### src/logic/xinsn_pkg.sv
package xinsn_pkg;

  // ----------------------------------------
  // widths
  // ----------------------------------------
  localparam int DADDR_W = 12;
  localparam int DATA_W  = 8;
  localparam int PC_W    = 21;
  localparam int WORD_W  = 16;
  localparam int AXI_AW  = 8;
  localparam int NUM_PTR = 3;
  localparam int SSP_IDX = 2;

  // ----------------------------------------
  // opcode patterns
  // ----------------------------------------
  localparam logic [8:0] OP_MOVE_FIRST = 9'h1D7;  // 1110 1011 1
  localparam logic [7:0] OP_PUSH       = 8'hFA;   // 1111 1010
  localparam logic [7:0] OP_SUB_PTR    = 8'hE9;   // 1110 1001
  localparam logic [1:0] SEL_RETURN    = 2'h3;

  // ----------------------------------------
  // file address mapping
  // ----------------------------------------
  localparam logic [7:0] OFFSET_BOUND = 8'h5F;
  localparam logic [7:0] ACCESS_SPLIT = 8'h7F;
  localparam logic [3:0] ACCESS_HIGH  = 4'hF;

  // ----------------------------------------
  // register map and reset values
  // ----------------------------------------
  localparam logic [7:0]  REG_CTRL    = 8'h00;
  localparam logic [7:0]  REG_PTR0    = 8'h04;
  localparam logic [7:0]  REG_PTR1    = 8'h08;
  localparam logic [7:0]  REG_SSP     = 8'h0C;
  localparam logic [7:0]  REG_STATUS  = 8'h10;
  localparam int          CTRL_EXT    = 0;
  localparam logic        EXT_RESET   = 1'b0;
  localparam logic [11:0] PTR_RESET   = 12'h000;
  localparam logic [1:0]  RESP_OKAY   = 2'b00;
  localparam logic [1:0]  RESP_SLVERR = 2'b10;

  typedef enum logic [2:0] {
    ST_IDLE    = 3'b001,
    ST_MOVE2   = 3'b010,
    ST_RET_NOP = 3'b100
  } exec_state_t;

  typedef struct packed {
    logic        rd;
    logic        wr;
    logic [11:0] addr;
    logic [7:0]  wdata;
  } mem_req_t;

  typedef struct packed {
    logic       valid;
    logic [7:0] file_addr;
    logic       access;
    logic       dest;
  } std_op_t;

  typedef struct packed {
    logic        valid;
    logic [11:0] addr;
    logic        to_file;
  } std_addr_t;

endpackage

### src/logic/ptr_offset_calc.sv
`timescale 1ns/1ps
module ptr_offset_calc #(
  parameter logic [11:0] INDIRECT_LO = 12'hFD8,
  parameter logic [11:0] INDIRECT_HI = 12'hFEF
) (
  // operands
  input  logic [11:0] base,
  input  logic [6:0]  offset,
  // result
  output logic [11:0] addr,
  output logic        indirect
);

  // sum is kept at data address width, so it wraps inside the data space
  assign addr     = base + {5'h00, offset};
  assign indirect = (addr >= INDIRECT_LO) && (addr <= INDIRECT_HI);

endmodule

### src/logic/file_addr_map.sv
`timescale 1ns/1ps
module file_addr_map (
  // clock and reset
  input  logic                ref_clk,
  input  logic                sys_rst,
  // mode and pointers
  input  logic                ext_enable,
  input  logic [11:0]         ssp,
  input  logic [3:0]          bank_sel,
  // operand in, address out
  input  xinsn_pkg::std_op_t  op_in,
  output xinsn_pkg::std_addr_t addr_out
);

  logic [11:0] addr_d;

  // one mapping for every byte and bit instruction that has the access bit
  always_comb begin
    if (op_in.access) begin
      addr_d = {bank_sel, op_in.file_addr};
    end else if (ext_enable && op_in.file_addr <= xinsn_pkg::OFFSET_BOUND) begin
      addr_d = ssp + {4'h0, op_in.file_addr};
    end else if (op_in.file_addr > xinsn_pkg::ACCESS_SPLIT) begin
      addr_d = {xinsn_pkg::ACCESS_HIGH, op_in.file_addr};
    end else begin
      addr_d = {4'h0, op_in.file_addr};
    end
  end

  always_ff @(posedge ref_clk) begin
    if (sys_rst) begin
      addr_out <= '0;
    end else begin
      addr_out.valid   <= op_in.valid;
      addr_out.addr    <= addr_d;
      addr_out.to_file <= op_in.dest;
    end
  end

  remap_offset_a: assert property (@(posedge ref_clk) disable iff (sys_rst)
    op_in.valid && ext_enable && !op_in.access && op_in.file_addr <= 8'h5F
    |=> addr_out.addr == 12'($past(ssp) + {4'h0, $past(op_in.file_addr)}))
    else $error("offset access not relative to stack pointer");

  keep_absolute_a: assert property (@(posedge ref_clk) disable iff (sys_rst)
    op_in.valid && !op_in.access && op_in.file_addr > 8'h5F
    |=> addr_out.addr[7:0] == $past(op_in.file_addr))
    else $error("absolute access bank address altered");

  dest_keep_a: assert property (@(posedge ref_clk) disable iff (sys_rst)
    op_in.valid |=> addr_out.valid && addr_out.to_file == $past(op_in.dest))
    else $error("destination bit changed");

  zero_compat_a: assert property (@(posedge ref_clk) disable iff (sys_rst)
    op_in.valid && !op_in.access && ssp == 12'h000 && op_in.file_addr <= 8'h7F
    |=> addr_out.addr == {4'h0, $past(op_in.file_addr)})
    else $error("zero pointer does not match access bank");

  banked_a: assert property (@(posedge ref_clk) disable iff (sys_rst)
    op_in.valid && op_in.access |=> addr_out.addr == {$past(bank_sel), $past(op_in.file_addr)})
    else $error("banked access wrong");

endmodule

### src/logic/xinsn_exec.sv
// Behaviour
// - indexed move is two words; read source first cycle, write destination second
// - move addresses are stack pointer plus separate 7-bit offsets
// - source hitting an indirect register reads as zero
// - destination hitting an indirect register makes the move a no-op
// - push literal stores at stack pointer then decrements it by one
// - push literal decoded from fixed upper byte, finishes in one cycle
// - subtract 6-bit literal from pointer selected zero to two, one cycle
// - subtract decoded from fixed upper bits, two selector bits, six literal bits
// - selector three subtracts from stack pointer, returns, second cycle idle
// - extended set off: access bank when bit clear, else bank select
// - extended set enable also turns on offset addressing
// - extended, access bit clear, address up to 5Fh is pointer offset
// - addresses above 5Fh keep absolute meaning
// - remapping covers every byte and bit instruction with access bit
// - destination bit keeps its meaning under offset addressing
// - stack pointer zero maps offsets to original access bank
// - extended set enable resets to disabled
`timescale 1ns/1ps
module xinsn_exec #(
  parameter logic [11:0] INDIRECT_LO = 12'hFD8,
  parameter logic [11:0] INDIRECT_HI = 12'hFEF
) (
  // clock and reset
  input  logic                    ref_clk,
  input  logic                    sys_rst,
  // register bus
  input  logic                    awvalid,
  output logic                    awready,
  input  logic [7:0]              awaddr,
  input  logic                    wvalid,
  output logic                    wready,
  input  logic [31:0]             wdata,
  input  logic [3:0]              wstrb,
  output logic                    bvalid,
  input  logic                    bready,
  output logic [1:0]              bresp,
  input  logic                    arvalid,
  output logic                    arready,
  input  logic [7:0]              araddr,
  output logic                    rvalid,
  input  logic                    rready,
  output logic [31:0]             rdata,
  output logic [1:0]              rresp,
  // instruction stream
  input  logic                    insn_valid,
  output logic                    insn_ready,
  input  logic [15:0]             insn_word,
  // data memory, read data combinational from addr
  output xinsn_pkg::mem_req_t     mem_req,
  input  logic [7:0]              mem_rdata,
  // return stack and program counter
  input  logic [20:0]             return_stack_top,
  output logic                    pc_load,
  output logic [20:0]             pc_load_value,
  // standard instruction addressing
  input  logic [3:0]              bank_select_reg,
  input  xinsn_pkg::std_op_t      std_op,
  output xinsn_pkg::std_addr_t    std_addr
);

  // ----------------------------------------
  // state
  // ----------------------------------------
  xinsn_pkg::exec_state_t state_q;
  logic                   ext_q;
  logic [11:0]            ptr_q [xinsn_pkg::NUM_PTR];
  xinsn_pkg::mem_req_t    mem_req_q;
  xinsn_pkg::mem_req_t    mem_req_d;
  logic                   src_ind_q;
  logic                   src_fresh_q;
  logic [7:0]             src_data_q;
  logic                   pc_load_q;
  logic [20:0]            pc_value_q;
  logic                   bvalid_q;
  logic [1:0]             bresp_q;
  logic                   rvalid_q;
  logic [31:0]            rdata_q;
  logic [1:0]             rresp_q;

  // ----------------------------------------
  // decode
  // ----------------------------------------
  logic        insn_take;
  logic        idle;
  logic        is_move1;
  logic        is_push;
  logic        is_sub;
  logic        is_ret;
  logic        is_move2;
  logic [1:0]  sub_sel;
  logic [5:0]  sub_lit;
  logic [11:0] ssp;
  logic [11:0] src_addr;
  logic [11:0] dst_addr;
  logic        src_ind;
  logic        dst_ind;
  logic [7:0]  move_data;

  assign ssp        = ptr_q[xinsn_pkg::SSP_IDX];
  assign idle       = (state_q == xinsn_pkg::ST_IDLE);
  // the return's idle cycle stalls the fetch side
  assign insn_ready = (state_q != xinsn_pkg::ST_RET_NOP);
  assign insn_take  = insn_valid && insn_ready;
  // extended opcodes are only ours while the enable is set; otherwise the core owns them
  assign is_move1   = idle && ext_q && insn_word[15:7] == xinsn_pkg::OP_MOVE_FIRST;
  assign is_push    = idle && ext_q && insn_word[15:8] == xinsn_pkg::OP_PUSH;
  assign is_sub     = idle && ext_q && insn_word[15:8] == xinsn_pkg::OP_SUB_PTR;
  assign sub_sel    = insn_word[7:6];
  assign sub_lit    = insn_word[5:0];
  assign is_ret     = is_sub && sub_sel == xinsn_pkg::SEL_RETURN;
  assign is_move2   = state_q == xinsn_pkg::ST_MOVE2;

  ptr_offset_calc #(
    .INDIRECT_LO (INDIRECT_LO),
    .INDIRECT_HI (INDIRECT_HI)
  ) u_src (
    .base     (ssp),
    .offset   (insn_word[6:0]),
    .addr     (src_addr),
    .indirect (src_ind)
  );

  ptr_offset_calc #(
    .INDIRECT_LO (INDIRECT_LO),
    .INDIRECT_HI (INDIRECT_HI)
  ) u_dst (
    .base     (ssp),
    .offset   (insn_word[6:0]),
    .addr     (dst_addr),
    .indirect (dst_ind)
  );

  // ----------------------------------------
  // sequencing
  // ----------------------------------------
  always_ff @(posedge ref_clk) begin
    if (sys_rst) begin
      state_q <= xinsn_pkg::ST_IDLE;
    end else begin
      case (state_q)
        xinsn_pkg::ST_IDLE: begin
          if (insn_take && is_move1) begin
            state_q <= xinsn_pkg::ST_MOVE2;
          end else if (insn_take && is_ret) begin
            state_q <= xinsn_pkg::ST_RET_NOP;
          end
        end
        xinsn_pkg::ST_MOVE2: begin
          if (insn_take) begin
            state_q <= xinsn_pkg::ST_IDLE;
          end
        end
        xinsn_pkg::ST_RET_NOP: state_q <= xinsn_pkg::ST_IDLE;
        default: state_q <= xinsn_pkg::ST_IDLE;
      endcase
    end
  end

  // source byte: live read data right after the read, held copy if the second word lags
  always_ff @(posedge ref_clk) begin
    if (sys_rst) begin
      src_ind_q   <= 1'b0;
      src_fresh_q <= 1'b0;
      src_data_q  <= 8'h00;
    end else begin
      if (insn_take && is_move1) begin
        src_ind_q <= src_ind;
      end
      src_fresh_q <= insn_take && is_move1;
      if (src_fresh_q) begin
        src_data_q <= mem_rdata;
      end
    end
  end

  assign move_data = src_ind_q   ? 8'h00 :
                     src_fresh_q ? mem_rdata : src_data_q;

  // ----------------------------------------
  // data memory requests
  // ----------------------------------------
  always_comb begin
    mem_req_d = '0;
    if (insn_take && is_move1) begin
      // an indirect register has side effects, so it is not read at all
      mem_req_d.rd   = !src_ind;
      mem_req_d.addr = src_addr;
    end else if (insn_take && is_push) begin
      mem_req_d.wr    = 1'b1;
      mem_req_d.addr  = ssp;
      mem_req_d.wdata = insn_word[7:0];
    end else if (insn_take && is_move2 && !dst_ind) begin
      mem_req_d.wr    = 1'b1;
      mem_req_d.addr  = dst_addr;
      mem_req_d.wdata = move_data;
    end
  end

  always_ff @(posedge ref_clk) begin
    if (sys_rst) begin
      mem_req_q <= '0;
    end else begin
      mem_req_q <= mem_req_d;
    end
  end

  assign mem_req = mem_req_q;

  // ----------------------------------------
  // return
  // ----------------------------------------
  always_ff @(posedge ref_clk) begin
    if (sys_rst) begin
      pc_load_q  <= 1'b0;
      pc_value_q <= 21'h000000;
    end else begin
      pc_load_q <= insn_take && is_ret;
      if (insn_take && is_ret) begin
        pc_value_q <= return_stack_top;
      end
    end
  end

  assign pc_load       = pc_load_q;
  assign pc_load_value = pc_value_q;

  // ----------------------------------------
  // register bus
  // ----------------------------------------
  logic       wr_take;
  logic       ar_take;
  logic       wr_mapped;
  logic [7:0] ptr_offs [xinsn_pkg::NUM_PTR];

  assign ptr_offs[0] = xinsn_pkg::REG_PTR0;
  assign ptr_offs[1] = xinsn_pkg::REG_PTR1;
  assign ptr_offs[2] = xinsn_pkg::REG_SSP;

  // write address and data are taken together; the master holds each until then
  assign wr_take = awvalid && wvalid && !bvalid_q;
  assign awready = wr_take;
  assign wready  = wr_take;
  assign ar_take = arvalid && !rvalid_q;
  assign arready = !rvalid_q;
  assign wr_mapped = awaddr == xinsn_pkg::REG_CTRL || awaddr == xinsn_pkg::REG_PTR0 ||
                     awaddr == xinsn_pkg::REG_PTR1 || awaddr == xinsn_pkg::REG_SSP ||
                     awaddr == xinsn_pkg::REG_STATUS;

  always_ff @(posedge ref_clk) begin
    if (sys_rst) begin
      ext_q <= xinsn_pkg::EXT_RESET;
    end else if (wr_take && awaddr == xinsn_pkg::REG_CTRL && wstrb[0]) begin
      ext_q <= wdata[xinsn_pkg::CTRL_EXT];
    end
  end

  // the instruction stream wins a same-cycle clash with a bus write
  for (genvar i = 0; i < xinsn_pkg::NUM_PTR; i++) begin : g_ptr
    logic sub_hit;
    assign sub_hit = insn_take && is_sub &&
                     (sub_sel == 2'(i) || (i == xinsn_pkg::SSP_IDX && is_ret));
    always_ff @(posedge ref_clk) begin
      if (sys_rst) begin
        ptr_q[i] <= xinsn_pkg::PTR_RESET;
      end else if (sub_hit) begin
        ptr_q[i] <= ptr_q[i] - {6'h00, sub_lit};
      end else if (i == xinsn_pkg::SSP_IDX && insn_take && is_push) begin
        ptr_q[i] <= ptr_q[i] - 12'h001;
      end else if (wr_take && awaddr == ptr_offs[i]) begin
        if (wstrb[0]) ptr_q[i][7:0] <= wdata[7:0];
        if (wstrb[1]) ptr_q[i][11:8] <= wdata[11:8];
      end
    end
  end

  always_ff @(posedge ref_clk) begin
    if (sys_rst) begin
      bvalid_q <= 1'b0;
      bresp_q  <= xinsn_pkg::RESP_OKAY;
    end else if (wr_take) begin
      bvalid_q <= 1'b1;
      bresp_q  <= wr_mapped ? xinsn_pkg::RESP_OKAY : xinsn_pkg::RESP_SLVERR;
    end else if (bready) begin
      bvalid_q <= 1'b0;
    end
  end

  always_ff @(posedge ref_clk) begin
    if (sys_rst) begin
      rvalid_q <= 1'b0;
      rdata_q  <= 32'h00000000;
      rresp_q  <= xinsn_pkg::RESP_OKAY;
    end else if (ar_take) begin
      rvalid_q <= 1'b1;
      rresp_q  <= xinsn_pkg::RESP_OKAY;
      case (araddr)
        xinsn_pkg::REG_CTRL:   rdata_q <= {31'h00000000, ext_q};
        xinsn_pkg::REG_PTR0:   rdata_q <= {20'h00000, ptr_q[0]};
        xinsn_pkg::REG_PTR1:   rdata_q <= {20'h00000, ptr_q[1]};
        xinsn_pkg::REG_SSP:    rdata_q <= {20'h00000, ptr_q[2]};
        xinsn_pkg::REG_STATUS: rdata_q <= {28'h0000000, src_ind_q, state_q};
        default: begin
          rdata_q <= 32'h00000000;
          rresp_q <= xinsn_pkg::RESP_SLVERR;
        end
      endcase
    end else if (rready) begin
      rvalid_q <= 1'b0;
    end
  end

  assign bvalid = bvalid_q;
  assign bresp  = bresp_q;
  assign rvalid = rvalid_q;
  assign rdata  = rdata_q;
  assign rresp  = rresp_q;

  // ----------------------------------------
  // standard instruction addressing
  // ----------------------------------------
  file_addr_map u_map (
    .ref_clk    (ref_clk),
    .sys_rst    (sys_rst),
    .ext_enable (ext_q),
    .ssp        (ssp),
    .bank_sel   (bank_select_reg),
    .op_in      (std_op),
    .addr_out   (std_addr)
  );

  // ----------------------------------------
  // checks
  // ----------------------------------------
  move_read_a: assert property (@(posedge ref_clk) disable iff (sys_rst)
    insn_take && is_move1 |=> mem_req.rd == !$past(src_ind) && !mem_req.wr &&
      mem_req.addr == 12'($past(ssp) + {5'h00, $past(insn_word[6:0])}))
    else $error("indexed move source read wrong");

  move_write_a: assert property (@(posedge ref_clk) disable iff (sys_rst)
    insn_take && is_move1 ##1 (insn_take && !dst_ind && !src_ind_q)
      |=> mem_req.wr && mem_req.wdata == $past(mem_rdata))
    else $error("indexed move did not write source byte");

  src_zero_a: assert property (@(posedge ref_clk) disable iff (sys_rst)
    is_move2 && insn_take && src_ind_q && !dst_ind |=> mem_req.wr && mem_req.wdata == 8'h00)
    else $error("indirect source not read as zero");

  dst_nop_a: assert property (@(posedge ref_clk) disable iff (sys_rst)
    is_move2 && insn_take && dst_ind |=> !mem_req.wr && !mem_req.rd)
    else $error("indirect destination was written");

  push_store_a: assert property (@(posedge ref_clk) disable iff (sys_rst)
    insn_take && is_push |=> mem_req.wr && mem_req.addr == $past(ssp) &&
      mem_req.wdata == $past(insn_word[7:0]) && ssp == 12'($past(ssp) - 12'h001))
    else $error("push literal store or decrement wrong");

  push_single_a: assert property (@(posedge ref_clk) disable iff (sys_rst)
    insn_take && is_push |=> insn_ready && state_q == xinsn_pkg::ST_IDLE)
    else $error("push literal took more than one cycle");

  sub_ptr_a: assert property (@(posedge ref_clk) disable iff (sys_rst)
    insn_take && is_sub && sub_sel == 2'h0 |=> ptr_q[0] == 12'($past(ptr_q[0]) -
      {6'h00, $past(insn_word[5:0])}) && insn_ready)
    else $error("pointer subtract wrong");

  ret_seq_a: assert property (@(posedge ref_clk) disable iff (sys_rst)
    insn_take && is_ret |=> (pc_load && pc_load_value == $past(return_stack_top) &&
      !insn_ready && ssp == 12'($past(ssp) - {6'h00, $past(insn_word[5:0])}))
      ##1 (insn_ready && !pc_load))
    else $error("subtract and return sequence wrong");

  ext_reset_a: assert property (@(posedge ref_clk)
    sys_rst |=> !ext_q)
    else $error("extended set enabled out of reset");

  ext_gate_a: assert property (@(posedge ref_clk) disable iff (sys_rst)
    !ext_q && state_q == xinsn_pkg::ST_IDLE |=> !mem_req.wr && !mem_req.rd && !pc_load)
    else $error("extended opcode ran while disabled");

endmodule

### config.mk
export PLATFORM = sky130hd
export DESIGN_NAME = xinsn_exec
export DESIGN_NICKNAME = d
export VERILOG_FILES = /design/src/logic/xinsn_pkg.sv /design/src/logic/ptr_offset_calc.sv /design/src/logic/file_addr_map.sv /design/src/logic/xinsn_exec.sv
export SDC_FILE = /design/constraint.sdc
export NUM_CORES = 1
export LEC_CHECK = 0
export BUFFER_PORTS_ARGS = -buffer_cell sky130_fd_sc_hd__buf_2
export CORE_MARGIN = 2
export CORE_UTILIZATION = 30
export CTS_BUF_LIST = sky130_fd_sc_hd__clkbuf_2 sky130_fd_sc_hd__clkbuf_4 sky130_fd_sc_hd__clkbuf_8
export DETAILED_ROUTE_END_ITERATION = 12
export REMOVE_ABC_BUFFERS = 1
export SLEW_MARGIN = 10
export SYNTH_ARGS = -nofsm -noshare
export SYNTH_HDL_FRONTEND = slang
export SYNTH_SLANG_ARGS = --single-unit
### constraint.sdc
create_clock -name ref_clk -period 5.2 [get_ports ref_clk]
set_clock_uncertainty 0.15 [all_clocks]
set_input_delay 0.26 -clock ref_clk [delete_from_list [all_inputs] [get_ports ref_clk]]
set_output_delay 0.26 -clock ref_clk [all_outputs]
set_load 0.05 [all_outputs]
# [Word-level counts from Yosys, hierarchy flattened]
# Memories as Yosys holds them, arrays and structs flattened.
# Index checks and enable logic that the tools add are counted.
[classes] muxes=72 reduce_logical=42 bitwise_logic=11 n_addsub=6 magnitude_cmp=4 eq_ne=19
[ops] operator="$mux 12" count=8
[ops] operator="$pmux 12 s5" count=1
[ops] operator="$mux 1" count=47
[ops] operator="$mux 21" count=2
[ops] operator="$mux 8" count=5
[ops] operator="$sub 12x6->12" count=3
[ops] operator="$eq 8x4->1 const B" count=4
[ops] operator="$logic_and 1x1->1" count=25
[ops] operator="$eq 8x3->1 const B" count=2
[ops] operator="$eq 8x5->1 const B" count=2
[ops] operator="$eq 8x8->1 const B" count=2
[ops] operator="$logic_not 8->1" count=2
[ops] operator="$add 12x7->12" count=1
[ops] operator="$add 12x8->12" count=1
[ops] operator="$ge 12x12->1 const B" count=1
[ops] operator="$le 12x12->1 const B" count=1
[ops] operator="$mux 4" count=3
[ops] operator="$sub 12x1->12 const B" count=1
[ops] operator="$or 1x1->1" count=10
[ops] operator="$eq 9x9->1 const B" count=1
[ops] operator="$mux 3" count=3
[ops] operator="$gt 8x7->1 const B" count=1
[ops] operator="$le 8x7->1 const B" count=1
[ops] operator="$pmux 3 s2" count=1
[ops] operator="other kinds (16)" count=26
[word_totals] mem_bits_rw=36 reg_bits=110 word_cells=174 input_bits=120 memories=1 out_inout_bits=100
[memory_table] name="ptr_q" words=3 width=12 rd=3 rd_ports_with_merged_regs=0 wr=3 line="xinsn_exec.sv:67" source="logic [11:0] ptr_q [xinsn_pkg::NUM_PTR];"

# [Depth between registers and ports, before layout]
# Gate-level depths: netlist of the first run.
[depth] ltp_word=12 ltp_mapped=17 ltp_nobuf=16

# [Hierarchy]
# A second synthesis of the first run with hierarchy kept.
[unflattened] cells_unflattened=949 area_unflattened_um2=8080.2
[modules_own_cells] module="xinsn_exec" cells_each=674 area_each_um2=5955.7 seq_area_each_um2=2562.5 n_inst=1
[modules_own_cells] module="file_addr_map" cells_each=130 area_each_um2=1058.5 seq_area_each_um2=280.3 n_inst=1
[modules_own_cells] module="ptr_offset_calc (u_dst)" cells_each=89 area_each_um2=630.6 seq_area_each_um2=0.0 n_inst=1
[modules_own_cells] module="ptr_offset_calc (u_src)" cells_each=56 area_each_um2=435.4 seq_area_each_um2=0.0 n_inst=1

# [Worst setup path before layout of the first run]
# OpenSTA, ideal clock, no wires.
[synth_timing] path_type="register to register" from="register state_q[2]" to="memory ptr_q[2][11], data pin" t_required_ps=4780 stages_incl_launch_ff=17 arrival_ps=3478 path_slack_ps=1302 path_cell_list="dfxtp_1 nand2b_1 or4_1 clkbuf_1 nor3_2 nand2_1 clkbuf_1 nand2_1 ha_1 nor2b_1 o21ai_0 a21oi_1 o21ai_0 a21boi_0 o31a_1 o21ai_0 a21oi_1"
[synth_lines] element="start, declared" line="xinsn_exec.sv:65" source="xinsn_pkg::exec_state_t state_q;"
[synth_lines] element="start signal, assigned" line="xinsn_exec.sv:139" source="state_q <= xinsn_pkg::ST_IDLE;"
[synth_lines] element="start signal, assigned" line="xinsn_exec.sv:144" source="state_q <= xinsn_pkg::ST_MOVE2;"
[synth_lines] element="start signal, assigned" line="xinsn_exec.sv:146" source="state_q <= xinsn_pkg::ST_RET_NOP;"
[synth_lines] element="end, declared" line="xinsn_exec.sv:67"

==> results of run 1 <==
## per-layer routing
| layer | vias up | share of wire |
|---|---|---|
| met3 | 28 | 0.071 |
| met5 | - | 0.0011 |
| li1 | 3302 | - |
| met4 | 4 | 0.013 |
| met1 | 3132 | 0.44 |
| met2 | 202 | 0.47 |
## worst reg2reg max path, cell delays in order, from the launching register on
cell      delay [ns]
dfxtp_1         0.37
nand2b_1        0.22
or4_1           0.73
nor3_2          0.38
nand2_1         0.27
nand2b_1        0.15
ha_1            0.18
inv_1           0.06
fa_1            0.40
a21o_1          0.17
a21oi_1         0.21
nand2b_1        0.13
a21boi_0        0.15
nor4_1          0.25
xor2_1          0.12
a22oi_1         0.16
nor2_1          0.05
## worst min-delay path by stage
stage                                     to  slack (ns)  depth (start not counted)
after floorplan                       bvalid        0.18                          1
after CTS                        mem_req[15]       0.003                          4
after global placement      pc_load_value[0]        0.29                          2
after detailed placement    pc_load_value[2]        0.29                          2
after global routing              mem_req[0]        0.01                          3
final                     u_map.addr_out[10]        0.01                          3
## registers in the layout (all words and copies together), names as in the netlist
name,flops
rresp,1
rvalid,1
pc_load,1
src_data_q,8
pc_load_value,21
rdata,12
src_ind_q,1
mem_req,22
bvalid,1
bresp,1
ext_q,1
ptr_q,36
src_fresh_q,1
state_q,3
u_map.addr_out,14
## logic make-up (layout without fill, tap and decap cells)
kind of cell | Yosys count | after routing | synth area share
other cells | 1 | 23 | 0.000525
buf+inv | 98 | 311 | 0.0643
flops | 124 | 124 | 0.398
xor+xnor | 38 | 38 | 0.0466
compound gates | 197 | 197 | 0.187
fa+ha+maj | 38 | 38 | 0.0719
mux | 24 | 24 | 0.0368
simple gates | 301 | 301 | 0.194
## final cells by class
| class | instances | area, µm² |
|---|---|---|
| Sequential cell | 124 | 2840 |
| Inverter | 36 | 135 |
| Fill cell | 2431 | 14200 |
| Tap cell | 319 | 399 |
| Clock buffer | 17 | 234 |
| Timing Repair Buffer | 243 | 1550 |
| Clock inverter | 15 | 174 |
| Antenna cell | 1 | 2.50 |
| Multi-Input combinational cell | 620 | 3910 |
## power by group through the flow
stage	Clock [mW]	Sequential (mW)	Combinational, mW
floorplan	0	1.07	0.196
global placement	0	1.05	0.338
detailed placement	0	1.05	0.340
CTS	0.923	1.02	0.382
global route	0.965	1.03	0.420
finish	0.898	1.02	0.383
## through the flow
step	setup WS, ns	utilization	power (mW)	instances
global placement	0.899	0.350	1.38	1277
finish	0.779	0.395	2.30	1375
floorplan	1.26	-	1.27	780
CTS	0.806	0.395	2.33	1374
detailed placement	0.837	0.350	1.39	1277
global route	0.417	0.395	2.41	1375
## layout by cell type, fill, tap and decap left out, types with 15 or more instances in the layout
cell type	count
buf_2	175
nand2_1	123
dfxtp_1	88
nor2_1	73
dlygate4sd3_1	65
a21oi_1	60
edfxtp_1	36
inv_1	35
nor3_1	33
ha_1	33
o21ai_0	26
xnor2_1	25
conb_1	22
a22oi_1	17
clkbuf_8	17
mux2i_1	15
## repair_timing
item | 4_1_cts | 5_1_grt
hold buffers | 65 | 0
buffers inserted | 0 | 0
setup endpoints to repair | 0 | 0
endpoints found under the hold margin | 75 | 0
==> flow_metrics.env, run 1 <==
export IMPL_status="completed"
export IMPL_first_global_vias=6325
export IMPL_synth_distinct_cells=71
export IMPL_path_class="primary input to register"
export IMPL_p_leak_nw=4.01
export IMPL_start_kind="primary input"
export IMPL_relSlewSlack=0.209
export IMPL_fin_hold_ws_ns=0.0135
export IMPL_end_kind="register"
export IMPL_intPower_mw=1.56
export IMPL_synth_edf_count=36
export IMPL_seq_power_share=0.444
export IMPL_core_um2=23400
export IMPL_cts_root_buffer="clkbuf_8"
export IMPL_drive_above_1_share=0.223
export IMPL_switching_power_mw=0.744
export IMPL_yosysMostFrequentCell="nand2_1"
export IMPL_met3_usage=0.0416
export IMPL_grt_ovfl_total=0
export IMPL_htree_levels=4
export IMPL_initial_core_util=0.305
export IMPL_worst_path_buf_inv=3
export IMPL_final_max_slew_viol_count=0
export IMPL_placed_cell_area_um2=8190
export IMPL_io_buffer_count=175
export IMPL_finalSetupViolations=0
export IMPL_grt_max_degree=63
export IMPL_r2r_start="state_q[2]"
export IMPL_grt_use_total=0.175
export IMPL_cts_clk_slew_worst_paths_ns=0.09
export IMPL_syn_inst=821
export IMPL_min_from="std_op[1]"
export IMPL_drt_iter0_drc=430
export IMPL_rsz0062_at_grt="no"
export IMPL_cp_endpoint="ptr_q[2][8]"
export IMPL_synth_ff_type="dfxtp_1"
export IMPL_fin_area_um2=9250
export IMPL_remaining_drc_errors=0
export IMPL_hold_path_class="primary input to register"
export IMPL_power_density_nw_per_um2=249
export IMPL_post_route_period_util=0.850
export IMPL_cap_violations=0
export IMPL_die_w_um=158
export IMPL_hold_violations=0
export IMPL_ys_ff_latch=124
export IMPL_fp_row_count=56
export IMPL_synth_seq_area_share=0.398
export IMPL_antenna_found_initial=3
export IMPL_post_route_min_period_ns=4.42
export IMPL_syn_avg_cell_area_um2=8.69
export IMPL_p_sw_frac=0.323
export IMPL_tightest_slew_ns=1.17
export IMPL_routedWlPerCell_um=16.0
export IMPL_tns_ns=0
export IMPL_p_clk_frac=0.390
export IMPL_viasPerCell=4.85
export IMPL_routed_wl_mm=22.0
export IMPL_crit_cells=18
export IMPL_area_growth_pct=29.6
export IMPL_busiest_layer="met2"
export IMPL_hpwlAfterDp_mm=16.1
export IMPL_clk_path_buf_depth=2
export IMPL_cp_slowest_cell="or4_1"
export IMPL_met2_usage=0.296
export IMPL_synthTopCellsByCount="123 x nand2_1, 88 x dfxtp_1, 73 x nor2_1"
export IMPL_syn_area_um2=7140
export IMPL_grt_pass1_wl_mm=33.6
export IMPL_crit_chain="dlygate4sd3_1 > buf_2 > nand2b_1 > or4_1 > nor3_2 > nand2_1 > nand2b_1 > ha_1 > inv_1 > fa_1 > a21o_1 > a21oi_1 > nand2b_1 > a21boi_0 > nor4_1 > xor2_1 > a22oi_1 > nor2_1"
export IMPL_pwr_share_comb=0.166
export IMPL_synthArstFlopShare=0
export IMPL_peakVddDrop_mv=0.105
export IMPL_critPathMaxStageDelay_ns=0.73
export IMPL_critPathArrivalTime_ns=4.46
export IMPL_cp_startpoint="insn_valid"
export IMPL_synth_area_leader_cell="dfxtp_1"
export IMPL_place_gp_congestion=0.823
export IMPL_ant_nets=0
export IMPL_clk_latency_ns=0.47
export IMPL_tritoncts="done"
export IMPL_via_count=6668
export IMPL_worst_path_max_fanout=8
export IMPL_drtPass1Iterations=4
export IMPL_cts_sinks=124
export IMPL_rr_endpoint="ptr_q[2][8]"
export IMPL_synth_top_area_share=0.247
export IMPL_synth_warnings=0
export IMPL_grt_use_met1=0.221
export IMPL_reg2reg_depth=16
export IMPL_crit_family="simple AND/OR/NAND/NOR gates"
export IMPL_dieArea_um2=25000
export IMPL_crit_top_cell="nand2b_1"
export IMPL_final_nets=1200
export IMPL_timing_fmax_mhz=226
export IMPL_worstPathRequired_ns=5.24
export IMPL_die_h_um=158
export IMPL_cts_repair_resize_count=0
export IMPL_synthTopCellsByArea="dfxtp_1 25%, edfxtp_1 15%, nand2_1 6.5%"
export IMPL_pin_count=220
export IMPL_cts_buffers=17
export IMPL_regToRegSetupSlack_ns=0.78
(Power assumes the default switching activity.)
==> run 2: changes to the inputs <==
--- a/config.mk
+++ b/config.mk
@@ -7,7 +7,7 @@
 export LEC_CHECK = 0
 export BUFFER_PORTS_ARGS = -buffer_cell sky130_fd_sc_hd__buf_2
 export CORE_MARGIN = 2
-export CORE_UTILIZATION = 30
+export CORE_UTILIZATION = 40
 export CTS_BUF_LIST = sky130_fd_sc_hd__clkbuf_2 sky130_fd_sc_hd__clkbuf_4 sky130_fd_sc_hd__clkbuf_8
 export DETAILED_ROUTE_END_ITERATION = 12
 export REMOVE_ABC_BUFFERS = 1
==> run 2 against run 1 <==
Effect of this change: design area is 1.2% lower; sequential power hardly changed; global-route usage is 3.7 points higher; largest power group unchanged; highest routed layer is now met4; core utilization is 13 points higher; flip-flop and latch count stayed put; critical path depth is 4 lower; critical path type is now register to register; sequential share of layout area is 0.37 points higher; register-to-register slack worse by 0.21 ns; maximum frequency is 4.6% lower; die area is 24% lower; power is 0.90% lower; wire length is 7.8% lower.
==> flow_metrics.env, run 2 (synthesis gave the netlist of run 1 again) <==
export IMPL_cap_violations=0
export IMPL_die_h_um=138
export IMPL_hpwlAfterDp_mm=14.9
export IMPL_place_gp_congestion=0.899
export IMPL_drtPass1Iterations=5
export IMPL_r2r_start="state_q[2]"
export IMPL_grt_max_degree=60
export IMPL_largest_reg_flops=36
export IMPL_p_leak_nw=4.01
export IMPL_finalSetupViolations=0
export IMPL_grt_pass1_wl_mm=30.8
export IMPL_rr_endpoint="ptr_q[2][11]"
export IMPL_met1Wirelength_mm=9.16
export IMPL_fp_row_count=48
export IMPL_cts_clk_slew_worst_paths_ns=0.09
export IMPL_pin_count=220
export IMPL_dr_max_layer_used="met4"
export IMPL_grt_ovfl_total=0
export IMPL_final_nets=1201
export IMPL_antenna_found_initial=0
export IMPL_regToRegSetupSlack_ns=0.57
export IMPL_tightest_slew_ns=0.829
export IMPL_final_common_cell="buf_2"
export IMPL_critPathMaxStageDelay_ns=0.75
export IMPL_peakVddDrop_mv=0.153
export IMPL_tns_ns=0
export IMPL_status="completed"
export IMPL_die_w_um=138
export IMPL_remaining_drc_errors=0
export IMPL_end_kind="register"
export IMPL_area_growth_pct=28.1
export IMPL_layout_common_cells="175 x buf_2, 123 x nand2_1, 88 x dfxtp_1"
export IMPL_clk_path_buf_depth=2
export IMPL_finish_utilization=0.527
export IMPL_htree_levels=4
export IMPL_reg2reg_depth=14
export IMPL_hold_path_class="primary input to register"
export IMPL_drive_above_1_share=0.223
export IMPL_io_buffer_count=175
export IMPL_grt_use_total=0.212
export IMPL_fin_hold_ws_ns=0.0317
export IMPL_rsz0062_at_grt="no"
export IMPL_worst_slack_ns=0.568
export IMPL_cts_sinks=124
export IMPL_viasPerCell=5.13
export IMPL_dieArea_um2=18900
export IMPL_core_um2=17400
export IMPL_worstPathRequired_ns=5.25
export IMPL_route_met3_wl_mm=1.31
export IMPL_via_count=6576
export IMPL_worst_path_buf_inv=0
export IMPL_power_density_nw_per_um2=250
export IMPL_ant_nets=0
export IMPL_relSlewSlack=0.446
export IMPL_largest_register="ptr_q"
export IMPL_cp_startpoint="state_q[2]"
export IMPL_pre_cts_slack_ns=0.644
export IMPL_clk_latency_ns=0.45
export IMPL_routed_wl_mm=20.2
export IMPL_tritoncts="done"
export IMPL_drt_iter0_drc=433
export IMPL_cp_endpoint="ptr_q[2][11]"
export IMPL_critPathArrivalTime_ns=4.68
export IMPL_crit_chain="nand2b_1 > or4_1 > nor3_2 > nand2_1 > nand2_1 > ha_1 > nor2b_1 > o21ai_0 > a21oi_1 > o21ai_0 > a21boi_0 > o31a_1 > o21ai_0 > a21oi_1"
export IMPL_path_class="register to register"
export IMPL_routedWlPerCell_um=15.8
export IMPL_final_max_slew_viol_count=0
export IMPL_diodes=0
export IMPL_post_route_min_period_ns=4.63
export IMPL_first_global_vias=6109
export IMPL_crit_family="simple AND/OR/NAND/NOR gates"
export IMPL_start_kind="register"
export IMPL_cp_slowest_cell="or4_1"
export IMPL_dr_wl_met2_mm=9.52
export IMPL_cts_root_buffer="clkbuf_8"
export IMPL_timing_fmax_mhz=216
export IMPL_initial_core_util=0.411
export IMPL_crit_top_cell="o21ai_0"
export IMPL_crit_cells=14
export IMPL_post_route_period_util=0.891
export IMPL_worst_path_max_fanout=14
export IMPL_hold_violations=0
export IMPL_cts_buffers=17
[run 2: changes by cell type in the layout (fill, tap and decap cells not counted), sizes merged]
cell | before | now
clkinv | 4 | 2
inv | 45 | 47
diode | 1 | 0
dlygate4sd3 | 65 | 66
[run 2: per-layer routing]
layer,track usage,vias up
met5,0,-
met4,0.0521,0
met3,0.0456,17
met2,0.358,205
met1,0.276,3048
li1,-,3306
[run 2: layout make-up]
class | count | area (µm²)
Inverter | 36 | 135
Clock inverter | 15 | 166
Sequential cell | 124 | 2840
Fill cell | 1696 | 8220
Clock buffer | 17 | 234
Tap cell | 225 | 282
Multi-Input combinational cell | 620 | 3920
Timing Repair Buffer | 244 | 1560
[run 2: worst min-delay path by stage]
stage                            startpoint           endpoint  slack [ns]  cells after the start
after detailed placement  pc_load_value[16]  pc_load_value[16]        0.30                      2
after global routing               wdata[1]        ptr_q[0][1]        0.02                      2
after floorplan                     sys_rst             bvalid        0.18                      1
final                              wdata[1]        ptr_q[0][1]        0.03                      2
after CTS                          wdata[1]        ptr_q[0][1]      0.0007                      2
after global placement    pc_load_value[14]  pc_load_value[14]        0.29                      2
[run 2: what timing repair did]
item | 4_1_cts | 5_1_grt
buffers inserted | 0 | 0
hold buffers | 66 | 0
resized for setup | 0 | 0
endpoints found under the hold margin | 71 | 0
[run 2: per-stage QoR]
stage	power [mW]	instances	cell area [µm²]
floorplan	1.27	780	6890
global placement	1.38	1183	8070
detailed placement	1.38	1183	8070
CTS	2.31	1281	9130
global route	2.38	1281	9140
finish	2.28	1281	9140
[run 2: power breakdown]
part	internal [mW]	switching, mW
Sequential	1.01	0.0160
Combinational	0.148	0.232
Clock	0.406	0.474
Total	1.56	0.722
[run 2: worst register-to-register path, stage by stage, from the launching register on]
cell      delay [ns]
dfxtp_1         0.37
nand2b_1        0.21
or4_1           0.75
nor3_2          0.39
nand2_1         0.41
nand2_1         0.26
ha_1            0.25
nor2b_1         0.13
o21ai_0         0.24
a21oi_1         0.12
o21ai_0         0.22
a21boi_0        0.26
o31a_1          0.34
o21ai_0         0.20
a21oi_1         0.09
==> run 3: changes to the inputs <==
--- a/config.mk
+++ b/config.mk
@@ -7,9 +7,10 @@
 export LEC_CHECK = 0
 export BUFFER_PORTS_ARGS = -buffer_cell sky130_fd_sc_hd__buf_2
 export CORE_MARGIN = 2
-export CORE_UTILIZATION = 40
+export CORE_UTILIZATION = 50
 export CTS_BUF_LIST = sky130_fd_sc_hd__clkbuf_2 sky130_fd_sc_hd__clkbuf_4 sky130_fd_sc_hd__clkbuf_8
 export DETAILED_ROUTE_END_ITERATION = 12
+export PLACE_DENSITY = 0.78
 export REMOVE_ABC_BUFFERS = 1
 export SLEW_MARGIN = 10
 export SYNTH_ARGS = -nofsm -noshare
==> run 3 against run 2 <==
Effect of this change: sequential power about the same; register-to-register slack about the same; combinational power about the same.
==> flow_metrics.env, run 3 (synthesis gave the netlist of run 1 again) <==
export IMPL_status="completed"
export IMPL_grt_ovfl_total=0
export IMPL_cts_repair_resize_count=0
export IMPL_dieArea_um2=15200
export IMPL_cap_violations=0
export IMPL_critPathArrivalTime_ns=4.68
export IMPL_via_count=6772
export IMPL_area_growth_pct=26.3
export IMPL_post_route_min_period_ns=4.64
export IMPL_final_common_cell="buf_2"
export IMPL_grt_use_total=0.261
export IMPL_routed_wl_mm=20.1
export IMPL_cp_slowest_cell="or4_1"
export IMPL_clk_latency_ns=0.45
export IMPL_drtPass1Iterations=5
export IMPL_final_nets=1198
export IMPL_crit_chain="nand2b_1 > or4_1 > nor3_2 > nand2_1 > nand2b_1 > ha_1 > inv_1 > fa_1 > a21o_1 > a21oi_1 > nand2b_1 > a21boi_0 > nor4_1 > xor2_1 > a22oi_1 > nor2_1"
export IMPL_regToRegSetupSlack_ns=0.56
export IMPL_cts_setup_buffers=0
export IMPL_fp_row_count=43
export IMPL_cts_sinks=124
export IMPL_post_route_period_util=0.892
export IMPL_hold_depth=2
export IMPL_finalNonFillerCells=1233
export IMPL_cts_root_buffer="clkbuf_8"
export IMPL_io_buffer_count=175
export IMPL_cts_buffers=17
export IMPL_reg2reg_depth=16
export IMPL_clk_path_buf_depth=2
export IMPL_grt_max_degree=61
export IMPL_peakVddDrop_mv=0.222
export IMPL_drt_iter0_drc=525
export IMPL_tritoncts="done"
export IMPL_hold_violations=0
export IMPL_die_w_um=123
export IMPL_core_um2=13900
export IMPL_die_h_um=123
export IMPL_hold_path_end="ptr_q[1][2]"
export IMPL_routedWlPerCell_um=16.3
export IMPL_rsz0062_at_grt="no"
export IMPL_p_leak_nw=3.99
export IMPL_largest_register="ptr_q"
export IMPL_totalPowerFinal_mw=2.21
export IMPL_viasPerCell=5.49
export IMPL_finalSetupViolations=0
export IMPL_place_gp_congestion=0.913
export IMPL_antenna_found_initial=0
export IMPL_cts_clk_slew_worst_paths_ns=0.08
export IMPL_start_kind="register"
export IMPL_tns_ns=0
export IMPL_relSlewSlack=0.438
export IMPL_diodes=0
export IMPL_largest_reg_flops=36
export IMPL_place_inst=1137
export IMPL_path_class="register to register"
export IMPL_first_global_vias=6317
export IMPL_cp_startpoint="state_q[2]"
export IMPL_grt_pass1_wl_mm=30.5
export IMPL_worstPathRequired_ns=5.24
export IMPL_fin_hold_ws_ns=0.0242
export IMPL_rr_endpoint="ptr_q[2][8]"
export IMPL_crit_family="simple AND/OR/NAND/NOR gates"
export IMPL_pin_count=220
export IMPL_r2r_start="state_q[2]"
export IMPL_critPathMaxStageDelay_ns=0.73
export IMPL_ant_nets=0
export IMPL_htree_levels=4
export IMPL_final_max_slew_viol_count=0
export IMPL_crit_top_cell="nand2b_1"
export IMPL_timing_fmax_mhz=216
export IMPL_fillers=1157
export IMPL_tightest_slew_ns=0.839
export IMPL_end_kind="register"
export IMPL_min_from="wdata[2]"
export IMPL_power_density_nw_per_um2=246
export IMPL_worst_path_buf_inv=1
export IMPL_initial_core_util=0.512
export IMPL_drive_above_1_share=0.223
export IMPL_worst_path_max_fanout=14
export IMPL_hold_path_class="primary input to register"
export IMPL_remaining_drc_errors=0
export IMPL_layout_common_cells="175 x buf_2, 123 x nand2_1, 88 x dfxtp_1"
export IMPL_hpwlAfterDp_mm=14.1
run 3: cell types whose count changed in the layout (fill, tap and decap cells not counted):
cell,delta
buf_4,-1
clkbuf_4,+2
clkinv_2,+3
dlygate4sd3_1,-2
inv_4,+4
inv_6,-3
inv_8,-6
run 3: power by group:
group	leakage, nW	switching (mW)	total, mW	internal (mW)
Combinational	2.70	0.233	0.381	0.148
Sequential	1.10	0.0167	1.02	1.01
Clock	0.193	0.418	0.808	0.390
Total	3.99	0.667	2.21	1.55
run 3: repair_timing:
action | in CTS | in global routing
hold endpoints to repair | 63 | 1
endpoints found under the setup margin | 0 | 0
hold buffers | 63 | 1
run 3: metrics by stage:
step | cell area (µm²) | util | setup WS, ns
6_report | 9020 | 0.647 | 0.562
3_5_place_dp | 8010 | 0.575 | 0.654
2_1_floorplan | 6890 | - | 1.26
5_1_grt | 9020 | 0.647 | 0.193
3_3_place_gp | 8010 | 0.575 | 0.803
4_1_cts | 9000 | 0.646 | 0.630
run 3: worst register-to-register path: cells and delay by family, from the launching register on:
family	cells	cell delay (ns)
AND/OR/NAND/NOR	8	2.42
AO/OA/AOI/OAI	4	0.72
flip-flops	1	0.37
adder cells (fa/ha/maj)	2	0.57
XOR/XNOR	1	0.12
buffers and inverters	1	0.05
run 3: worst max-delay path by stage:
| stage | to | slack [ns] | depth (start not counted) |
|---|---|---|---|
| after floorplan | ptr_q[2][8] | 1.26 | 16 |
| after global placement | ptr_q[2][8] | 0.80 | 16 |
| after global routing | ptr_q[2][11] | 0.19 | 14 |
| after detailed placement | ptr_q[2][8] | 0.65 | 16 |
| after CTS | ptr_q[2][8] | 0.63 | 16 |
| final | ptr_q[2][8] | 0.56 | 16 |
run 3: layout make-up:
class,instances,area (µm²),area share
flip-flops and latches,124,2840,0.315
multi-input cells,620,3920,0.435
clock buffers,19,249,0.0276
inverters,36,135,0.0150
well taps,180,225,0.0250
repair buffers,241,1530,0.170
clock inverters,13,113,0.0125
run 3: per-layer routing:
| layer | part of all wire | GRT usage | vias to the layer above |
|---|---|---|---|
| li1 | - | - | 3300 |
| met1 | 0.42 | 0.326 | 3164 |
| met2 | 0.48 | 0.445 | 275 |
| met3 | 0.078 | 0.0586 | 33 |
| met4 | 0.016 | 0.0859 | 0 |
| met5 | 0 | 0 | - |
